## config.mk

```make
export PLATFORM = sky130hd
export DESIGN_NAME = srad_core
export DESIGN_NICKNAME = d
export VERILOG_FILES = /design/src/include/srad_pkg.sv /design/src/hw/srad_core.sv
export SDC_FILE = /design/constraint.sdc
export NUM_CORES = 1
export LEC_CHECK = 0
export ABC_AREA = 1
export BUFFER_PORTS_ARGS = -buffer_cell sky130_fd_sc_hd__clkbuf_2
export CAP_MARGIN = 40
export CORE_MARGIN = 5
export CORE_UTILIZATION = 40
export DETAILED_ROUTE_END_ITERATION = 10
export HOLD_SLACK_MARGIN = 0.12
export PLACE_DENSITY_LB_ADDON = 0.3
export SYNTH_ARGS = -nofsm -noshare
export SYNTH_HDL_FRONTEND = slang
export SYNTH_SLANG_ARGS = --single-unit
```

## constraint.sdc

```tcl
create_clock -name clk -period 12.2 [get_ports clk]
set_clock_uncertainty 0.2 [all_clocks]
set_input_delay 1.83 -clock clk [delete_from_list [all_inputs] [get_ports clk]]
set_output_delay 1.83 -clock clk [all_outputs]
set_load 0.02 [all_outputs]
```

## src/include/srad_pkg.sv

```systemverilog
`default_nettype none
package srad_pkg;
    localparam int SRAD_FIFO_DEPTH = 4;
    localparam logic [5:0] SRAD_CNT_MAX = 6'h20;
    localparam logic [5:0] SRAD_ISR_CNT_RST = 6'h00;
    localparam logic [5:0] SRAD_OSR_CNT_RST = 6'h20;
    localparam logic [3:0] SRAD_ADR_CTRL = 4'h0;
    localparam logic [3:0] SRAD_ADR_STATUS = 4'h4;
    localparam logic [3:0] SRAD_ADR_OSR = 4'h8;
    localparam logic [3:0] SRAD_ADR_ISR = 4'hc;
    localparam int SRAD_REFILL_EN_BIT = 0;
    localparam int SRAD_DRAIN_EN_BIT = 1;
    localparam int SRAD_REFILL_THR_LSB = 8;
    localparam int SRAD_DRAIN_THR_LSB = 16;
    localparam int SRAD_RESTART_BIT = 31;
    localparam logic [31:0] SRAD_CTRL_RST = 32'h0000_0000;
    localparam logic [31:0] SRAD_CTRL_WMASK = 32'h001f_1f03;
    localparam int SRAD_ST_OSR_LSB = 0;
    localparam int SRAD_ST_ISR_LSB = 8;
    localparam int SRAD_ST_TX_LSB = 16;
    localparam int SRAD_ST_RX_LSB = 24;
    typedef enum logic [2:0] {
        OP_NONE, OP_SHIFT_OUT, OP_SHIFT_IN, OP_FETCH,
        OP_COND_FETCH, OP_DEPOSIT, OP_COPY_OSR, OP_COPY_ISR
    } srad_op_t;
endpackage
`default_nettype wire

```

## src/hw/srad_core.sv

```systemverilog
// Summary of operation
// - Two saturating 6-bit counters track input and output register shift counts.
// - Reset or restart sets input count to 0, output count to 32.
// - Shift-out adds its bit count to the output count, saturating.
// - Shift-in adds its bit count to the input count, saturating.
// - Fetch or automatic refill loads output register from transmit FIFO, clears count.
// - Deposit or automatic drain clears the input count.
// - Copy into either shift register clears that register's count.
// - Shift-out into the input register sets its count to exactly n.
// - Refill and drain enabled separately; counts compared with their thresholds.
// - Drain at threshold stalls on full receive FIFO, else pushes and clears.
// - Shift, count, compare, push and clear of a drain finish in one cycle.
// - Refill and drain thresholds span 1 to 32 bits.
// - A threshold field of zero means 32 bits.
// - With engine enabled and no shift-out, refill from non-empty FIFO when count reaches threshold.
// - Shift-out with count at threshold stalls, refilling if data exists.
// - Otherwise shift-out shifts and counts, refilling same cycle at threshold.
// - With refill on, fetch is a no-op when full, else loads from the FIFO or stalls for data.
// - Conditional fetch judges emptiness with the refill threshold.
// - Copied output data is never overwritten by refill before shifting.
// - Side-set updates apply even while the instruction stalls.
// - Transmit and receive FIFOs are four words deep by default.
`timescale 1ns/1ps
`default_nettype none
module srad_core
    import srad_pkg::*;
#(
    parameter int DEPTH = SRAD_FIFO_DEPTH
) (
    input wire logic clk,
    input wire logic nrst,
    input wire logic wbCycI,
    input wire logic wbStbI,
    input wire logic wbWeI,
    input wire logic [3:0] wbAdrI,
    input wire logic [3:0] wbSelI,
    input wire logic [31:0] wbDatI,
    output logic [31:0] wbDatO,
    output logic wbAckO,
    input wire logic engineEn,
    input wire logic opValid,
    input wire srad_op_t opKind,
    input wire logic [5:0] opCount,
    input wire logic opOutToIsr,
    input wire logic [31:0] inData,
    input wire logic [31:0] copyData,
    input wire logic sideValid,
    input wire logic [4:0] sideData,
    output logic opDone,
    output logic opStall,
    output logic [31:0] outData,
    output logic outWrite,
    output logic sideWrite,
    output logic [4:0] sideOut,
    input wire logic txValid,
    input wire logic [31:0] txData,
    output logic txReady,
    output logic rxValid,
    output logic [31:0] rxData,
    input wire logic rxReady
);
    localparam int AW = (DEPTH > 1) ? $clog2(DEPTH) : 1;
    localparam int CW = AW + 1;
    localparam logic [CW-1:0] DEPTH_C = CW'(DEPTH);
    logic [31:0] ctrl_reg, osr_reg, osr_next, isr_reg, isr_next, outData_reg, outData_next;
    logic [5:0] osrCnt_reg, osrCnt_next, isrCnt_reg, isrCnt_next;
    logic restart_reg, opDone_reg, opDone_next, opStall_reg, opStall_next;
    logic outWrite_reg, outWrite_next, sideWrite_reg, wbAck_reg, txReady_reg, rxValid_reg;
    logic [4:0] sideOut_reg;
    logic [31:0] wbDat_reg, rxData_reg, rxPushData;
    logic [31:0] txMem [DEPTH];
    logic [31:0] rxMem [DEPTH];
    logic [AW-1:0] txRdPtr_reg, txWrPtr_reg, rxRdPtr_reg, rxWrPtr_reg;
    logic [CW-1:0] txCnt_reg, rxCnt_reg;
    logic txPop, rxPush;
    // Threshold field decode, zero reads as a full word
    function automatic logic [5:0] thrDecode(input logic [4:0] f);
        return (f == 5'h00) ? SRAD_CNT_MAX : {1'b0, f};
    endfunction
    // Saturating count add
    function automatic logic [5:0] satAdd(input logic [5:0] a, input logic [5:0] b);
        logic [6:0] s;
        s = {1'b0, a} + {1'b0, b};
        return (s > {1'b0, SRAD_CNT_MAX}) ? SRAD_CNT_MAX : s[5:0];
    endfunction
    // Configuration decode
    wire refillEn = ctrl_reg[SRAD_REFILL_EN_BIT];
    wire drainEn = ctrl_reg[SRAD_DRAIN_EN_BIT];
    wire [4:0] refillFld = ctrl_reg[SRAD_REFILL_THR_LSB +: 5];
    wire [4:0] drainFld = ctrl_reg[SRAD_DRAIN_THR_LSB +: 5];
    wire [5:0] refillThr = thrDecode(refillFld);
    wire [5:0] drainThr = thrDecode(drainFld);
    // Operation datapath
    wire act = engineEn && opValid;
    wire [5:0] nEff = (opCount == 6'h00) ? SRAD_CNT_MAX : opCount;
    wire [5:0] maskShift = SRAD_CNT_MAX - nEff;
    wire [31:0] lowMask = 32'hffff_ffff >> maskShift;
    wire [31:0] outVal = osr_reg & lowMask;
    wire [31:0] osrShift = osr_reg >> nEff;
    wire [31:0] isrShift = (isr_reg << nEff) | (inData & lowMask);
    wire [5:0] osrSum = satAdd(osrCnt_reg, nEff);
    wire [5:0] isrSum = satAdd(isrCnt_reg, nEff);
    wire osrEmpty = osrCnt_reg >= refillThr;
    wire txNotEmpty = txCnt_reg != {CW{1'b0}};
    wire rxFull = rxCnt_reg == DEPTH_C;
    wire [31:0] txHead = txMem[txRdPtr_reg];
    wire isShiftOut = act && (opKind == OP_SHIFT_OUT);
    always_comb begin
        osr_next = osr_reg;
        osrCnt_next = osrCnt_reg;
        isr_next = isr_reg;
        isrCnt_next = isrCnt_reg;
        txPop = 1'b0;
        rxPush = 1'b0;
        rxPushData = isr_reg;
        opDone_next = 1'b0;
        opStall_next = 1'b0;
        outData_next = outData_reg;
        outWrite_next = 1'b0;
        if (restart_reg) begin
            osrCnt_next = SRAD_OSR_CNT_RST;
            isrCnt_next = SRAD_ISR_CNT_RST;
        end else begin
            if (act) begin
                unique case (opKind)
                    OP_NONE: begin
                    end
                    OP_SHIFT_OUT: begin
                        if (refillEn && osrEmpty) begin
                            opStall_next = 1'b1;
                            if (txNotEmpty) begin
                                txPop = 1'b1;
                                osr_next = txHead;
                                osrCnt_next = 6'h00;
                            end
                        end else begin
                            opDone_next = 1'b1;
                            outWrite_next = !opOutToIsr;
                            outData_next = outVal;
                            osr_next = osrShift;
                            osrCnt_next = osrSum;
                            if (opOutToIsr) begin
                                isr_next = outVal;
                                isrCnt_next = nEff;
                            end
                            if (refillEn && (osrSum >= refillThr) && txNotEmpty) begin
                                txPop = 1'b1;
                                osr_next = txHead;
                                osrCnt_next = 6'h00;
                            end
                        end
                    end
                    OP_SHIFT_IN: begin
                        if (drainEn && (isrSum >= drainThr)) begin
                            if (rxFull) begin
                                opStall_next = 1'b1;
                            end else begin
                                opDone_next = 1'b1;
                                rxPush = 1'b1;
                                rxPushData = isrShift;
                                isr_next = 32'h0000_0000;
                                isrCnt_next = 6'h00;
                            end
                        end else begin
                            opDone_next = 1'b1;
                            isr_next = isrShift;
                            isrCnt_next = isrSum;
                        end
                    end
                    OP_FETCH, OP_COND_FETCH: begin
                        if ((refillEn || opKind == OP_COND_FETCH) && !osrEmpty) begin
                            opDone_next = 1'b1;
                        end else if (txNotEmpty) begin
                            opDone_next = 1'b1;
                            txPop = 1'b1;
                            osr_next = txHead;
                            osrCnt_next = 6'h00;
                        end else begin
                            opStall_next = 1'b1;
                        end
                    end
                    OP_DEPOSIT: begin
                        if (rxFull) begin
                            opStall_next = 1'b1;
                        end else begin
                            opDone_next = 1'b1;
                            rxPush = 1'b1;
                            isr_next = 32'h0000_0000;
                            isrCnt_next = 6'h00;
                        end
                    end
                    OP_COPY_OSR: begin
                        opDone_next = 1'b1;
                        osr_next = copyData;
                        osrCnt_next = 6'h00;
                    end
                    OP_COPY_ISR: begin
                        opDone_next = 1'b1;
                        isr_next = copyData;
                        isrCnt_next = 6'h00;
                    end
                endcase
            end
            if (engineEn && refillEn && !isShiftOut && !txPop && txNotEmpty
                && (osrCnt_next >= refillThr)) begin
                txPop = 1'b1;
                osr_next = txHead;
                osrCnt_next = 6'h00;
            end
        end
    end
    // Transmit FIFO
    wire txWrite = txValid && txReady_reg;
    wire [CW-1:0] txCnt_next = txCnt_reg + CW'(txWrite) - CW'(txPop);
    wire [AW-1:0] txRdPtr_next = txRdPtr_reg + AW'(txPop);
    wire [AW-1:0] txWrPtr_next = txWrPtr_reg + AW'(txWrite);
    // Receive FIFO with registered head
    wire rxRead = rxReady && rxValid_reg;
    wire [CW-1:0] rxCnt_next = rxCnt_reg + CW'(rxPush) - CW'(rxRead);
    wire [AW-1:0] rxRdPtr_next = rxRdPtr_reg + AW'(rxRead);
    wire [AW-1:0] rxWrPtr_next = rxWrPtr_reg + AW'(rxPush);
    wire rxBypass = rxPush && (rxRdPtr_next == rxWrPtr_reg);
    wire [31:0] rxData_next = rxBypass ? rxPushData : rxMem[rxRdPtr_next];
    // Wishbone decode
    wire wbHit = wbCycI && wbStbI && !wbAck_reg;
    wire ctrlWr = wbHit && wbWeI && (wbAdrI == SRAD_ADR_CTRL);
    wire [31:0] laneMask = {{8{wbSelI[3]}}, {8{wbSelI[2]}}, {8{wbSelI[1]}}, {8{wbSelI[0]}}};
    wire [31:0] wrMask = laneMask & SRAD_CTRL_WMASK;
    wire [31:0] ctrl_next = ctrlWr ? ((ctrl_reg & ~wrMask) | (wbDatI & wrMask)) : ctrl_reg;
    wire restart_next = ctrlWr && wbSelI[3] && wbDatI[SRAD_RESTART_BIT];
    wire [31:0] statusWord = (32'(osrCnt_reg) << SRAD_ST_OSR_LSB)
        | (32'(isrCnt_reg) << SRAD_ST_ISR_LSB)
        | (32'(txCnt_reg) << SRAD_ST_TX_LSB)
        | (32'(rxCnt_reg) << SRAD_ST_RX_LSB);
    wire [31:0] rdData = (wbAdrI == SRAD_ADR_CTRL) ? ctrl_reg
        : (wbAdrI == SRAD_ADR_STATUS) ? statusWord
        : (wbAdrI == SRAD_ADR_OSR) ? osr_reg
        : (wbAdrI == SRAD_ADR_ISR) ? isr_reg : 32'h0000_0000;
    wire [31:0] wbDat_next = (wbHit && !wbWeI) ? rdData : 32'h0000_0000;
    always_ff @(posedge clk or negedge nrst) begin
        if (!nrst) begin
            ctrl_reg <= SRAD_CTRL_RST;
            restart_reg <= 1'b0;
            wbAck_reg <= 1'b0;
            wbDat_reg <= 32'h0000_0000;
        end else begin
            ctrl_reg <= ctrl_next;
            restart_reg <= restart_next;
            wbAck_reg <= wbHit;
            wbDat_reg <= wbDat_next;
        end
    end
    always_ff @(posedge clk or negedge nrst) begin
        if (!nrst) begin
            osr_reg <= 32'h0000_0000;
            isr_reg <= 32'h0000_0000;
            osrCnt_reg <= SRAD_OSR_CNT_RST;
            isrCnt_reg <= SRAD_ISR_CNT_RST;
            opDone_reg <= 1'b0;
            opStall_reg <= 1'b0;
            outData_reg <= 32'h0000_0000;
            outWrite_reg <= 1'b0;
        end else begin
            osr_reg <= osr_next;
            isr_reg <= isr_next;
            osrCnt_reg <= osrCnt_next;
            isrCnt_reg <= isrCnt_next;
            opDone_reg <= opDone_next;
            opStall_reg <= opStall_next;
            outData_reg <= outData_next;
            outWrite_reg <= outWrite_next;
        end
    end
    // Side-set passes through on every executed or stalled cycle
    always_ff @(posedge clk or negedge nrst) begin
        if (!nrst) begin
            sideWrite_reg <= 1'b0;
            sideOut_reg <= 5'h00;
        end else begin
            sideWrite_reg <= act && sideValid;
            sideOut_reg <= (act && sideValid) ? sideData : sideOut_reg;
        end
    end
    always_ff @(posedge clk or negedge nrst) begin
        if (!nrst) begin
            txRdPtr_reg <= '0;
            txWrPtr_reg <= '0;
            txCnt_reg <= '0;
            txReady_reg <= 1'b0;
            rxRdPtr_reg <= '0;
            rxWrPtr_reg <= '0;
            rxCnt_reg <= '0;
            rxValid_reg <= 1'b0;
            rxData_reg <= 32'h0000_0000;
        end else begin
            txRdPtr_reg <= txRdPtr_next;
            txWrPtr_reg <= txWrPtr_next;
            txCnt_reg <= txCnt_next;
            txReady_reg <= txCnt_next != DEPTH_C;
            rxRdPtr_reg <= rxRdPtr_next;
            rxWrPtr_reg <= rxWrPtr_next;
            rxCnt_reg <= rxCnt_next;
            rxValid_reg <= rxCnt_next != {CW{1'b0}};
            rxData_reg <= rxData_next;
        end
    end
    // FIFO storage, one write port each
    always_ff @(posedge clk) begin
        if (txWrite) begin
            txMem[txWrPtr_reg] <= txData;
        end
        if (rxPush) begin
            rxMem[rxWrPtr_reg] <= rxPushData;
        end
    end
    assign wbDatO = wbDat_reg;
    assign wbAckO = wbAck_reg;
    assign opDone = opDone_reg;
    assign opStall = opStall_reg;
    assign outData = outData_reg;
    assign outWrite = outWrite_reg;
    assign sideWrite = sideWrite_reg;
    assign sideOut = sideOut_reg;
    assign txReady = txReady_reg;
    assign rxValid = rxValid_reg;
    assign rxData = rxData_reg;
endmodule // srad_core
`default_nettype wire

```

==> metrics.md <==
| Metric | Value |
|---|---|
| CTS buffer count | 52 |
| Syn_area_per_cell | 7.665 um^2 |
| Layout cells sized above 1 | 0.1189 |
| Worst vdd ir | 149.4 uV |
| Remaining antenna violation count | 0 |
| Hold Buf Count CTS | 0 |
| # Post-CTS Setup Buffers | 0 |
| Total clock sinks | 467 |
| Largest net degree at the start of global routing | 90 |
| Reg2reg setup slack | 5860 ps |
| Die X | 271.2 um |
| Rel. slew slack | 0.3811 |
| Synth-to-Final Area Change | 13.88% |
| Fillers | 6730 |
| DP Worst Slack | 3429 ps |
| Status | finished clean |
| Critical Path AT | 8510 ps |
| Area fraction of the dominant cell type after synthesis | 0.2817 |
| Area contributors post-synth | edfxtp_1 28%, dfrtp_1 19%, nand2_1 13% |
| Library cells used by synthesis | 52 |
| Clock Path Buffers | 3 |
| Total core area | 67400 um^2 |
| TritonCTS clock tree | built |
| Crit Reg-Reg Endpoint | osr_reg[1] |
| Crit path capture type | register |
| FF-to-FF Start | osrCnt_reg[0] |
| Cell area power density | 202.1 nW/um^2 |
| Min Hold Slack | 250.8 ps |
| Total Power | 6.281 mW |
| Clk_lat worst skew | 620 ps |
| Yosys warns | 0 |
| Yosys top cell by area | edfxtp_1 |
| Grt ovf | 0 |
| Unrepaired setup endpoints after global routing | false |
| Flop and latch count out of synthesis | 467 |
| Fmax | 121.9 MHz |
| Worst hold path cell count | 1 |
| DRT iter0 DRCs | 3560 |
| Final Max Slew Viols | 0 |
| Beginning of the critical path | opCount[1] |
| Worst-case reg-to-reg path depth | 34 |
| Die Footprint | 73540 um^2 |
| Htree depth | 2 |
| Setup TNS | 0 ps |
| Final min period | 8205 ps |
| Slew @ Worst Pin | 924.9 ps |
| Final hold violations | 0 |
| Post-route DRC | 0 |
| Synthesized net count | 3771 |
| Critical-path top delay cell | inv_2 |
| Nets | 3911 |
| EDFF count, synth | 256 |
| Critical Path End | osr_reg[1] |
| Post-cts sizing count | 0 |
| Synth async-reset ratio | 0.4518 |
| Total global-route track usage | 0.2596 |
| Vias | 26.20k |
| Final WS setup | 3995 ps |
| Setup violations, final | 0 |
| Tcrit/Tclk final | 0.6726 |
| Initial antenna violation count | 1 |
| I/O pins | 269 |
| Initial core utilization | 0.4049 |
| CTS root buffer | clkbuf_16 |
| Sequential fraction of the synthesis area | 0.4753 |
| Critical path launch point type | input pin |
| Post-synthesis cell area | 27290 um^2 |
| LEAKAGE | 14.14 nW |
| Biggest cell delay along the critical path | 640 ps |
| Required time at the worst-slack endpoint | 12500 ps |
| Rows | 95 |
| Port Buffers | 249 |
| Vias/cell | 5.673 |
| Count leader, synth | nand2_1 |
| Die H | 271.2 um |
| Post-synth top cells | 969 x nand2_1, 520 x nand3_1, 355 x nor2_1, 284 x o21ai_0, 256 x edfxtp_1 |
| CP max FO | 44 |
| Primary FF master, synth | edfxtp_1 |
| Post-DP HPWL | 70.66 mm |
| Hold Path Origin | wbAckO |
| WL final | 99.98 mm |
| Max cap viols | 0 |
| Vias in the first global route | 23.85k |
| Min-Delay Path Class | register to register |
| First-pass GRT wire length | 148.3 mm |
| DR pass1 iterations | 7 |
| Clock-pin slew on the worst setup and hold paths | 60 ps |
| CP Class | input pin to register |
| Syn Inst Count | 3560 |
| Routability cong. | 0.9649 |
| Avg WL per Cell | 21.65 um |
| Top Registers | rxMem: 128 flops, txMem: 128 flops |
## cells by family (layout without fill, tap and decap cells)
group                      Yosys count  after routing  share of synthesized area
AOI/OAI and AO/OA                  583            583                     0.1209
adders and majority gates           50             50                    0.02403
other                                0              3                          0
muxes                                3              3                   0.001238
and+or+nand+nor                   1978           1978                     0.3065
buffers and inverters              464            646                    0.06722
xor gates and xnor gates            15             15                   0.004815
DFF                                467            467                     0.4753
## worst max-delay path, delay by kind of cell
family          cells  cell delay [ps]
fa+ha+maj           5             1470
buf+inv            10             2060
simple gates       17             1830
compound gates      8             1280
## power breakdown
part	internal [mW]	total [mW]	switching (mW)
clock network	1.00	1.67	0.674
registers	1.98	2.19	0.205
logic	0.700	2.42	1.72
total	3.69	6.28	2.60
## metal layers
metal,GRT usage,wire [um],share of wire
met1,0.3496,39670,0.40
met2,0.4076,45600,0.46
met3,0.05051,9595,0.096
met4,0.1189,5114,0.051
met5,0,0,0
## cells in the final DEF (no fill, tap or decap), drive strengths merged, types with 2 or more instances in the layout
| master | count |
|---|---|
| nand2 | 975 |
| nand3 | 521 |
| nor2 | 364 |
| o21ai | 333 |
| clkbuf | 309 |
| edfxtp | 256 |
| inv | 246 |
| dfrtp | 210 |
| a21oi | 120 |
| nor3 | 83 |
| buf | 55 |
| a221oi | 49 |
| ha | 46 |
| o22ai | 29 |
| nand4 | 22 |
| clkinv | 22 |
| o211ai | 16 |
| a22oi | 9 |
| bufinv | 9 |
| xor2 | 8 |
| xnor2 | 7 |
| a31oi | 5 |
| a211oi | 5 |
| clkinvlp | 5 |
| nand3b | 4 |
| fa | 4 |
| or2 | 4 |
| diode | 3 |
| a21boi | 3 |
| o2111ai | 3 |
| o21bai | 3 |
| a32o | 3 |
| mux2 | 3 |
| a21o | 2 |
| and2 | 2 |
| or3 | 2 |
## cell type report
type,count,area [um^2],area share
clock inverter,35,434.2,0.01397
antenna,3,7.507,0.0002416
timing repair buffer,303,1707,0.05492
clock buffer,61,1376,0.04429
sequential,467,12970,0.4174
tap,873,1092,0.03515
inverter,247,927.1,0.02984
multi-input combinational,2629,12560,0.4042
## how the worst min path moves through the flow
stage	to	slack, ps
3_3_place_gp	wbAckO	240
4_1_cts	wbAckO	250
3_5_place_dp	wbAckO	240
5_1_grt	wbAckO	270
6_report	wbAckO	250
2_1_floorplan	isr_reg[22]	250
## metrics by stage
stage / cell area (um^2) / utilization / std cells
detailed placement: 29260 / 0.4341 / 4519
global route: 31070 / 0.4610 / 4616
global placement: 29180 / 0.4330 / 4515
CTS: 31070 / 0.4609 / 4615
floorplan: 27290 / - / 3560
finish: 31070 / 0.4611 / 4618
(Power assumes the default switching activity.)
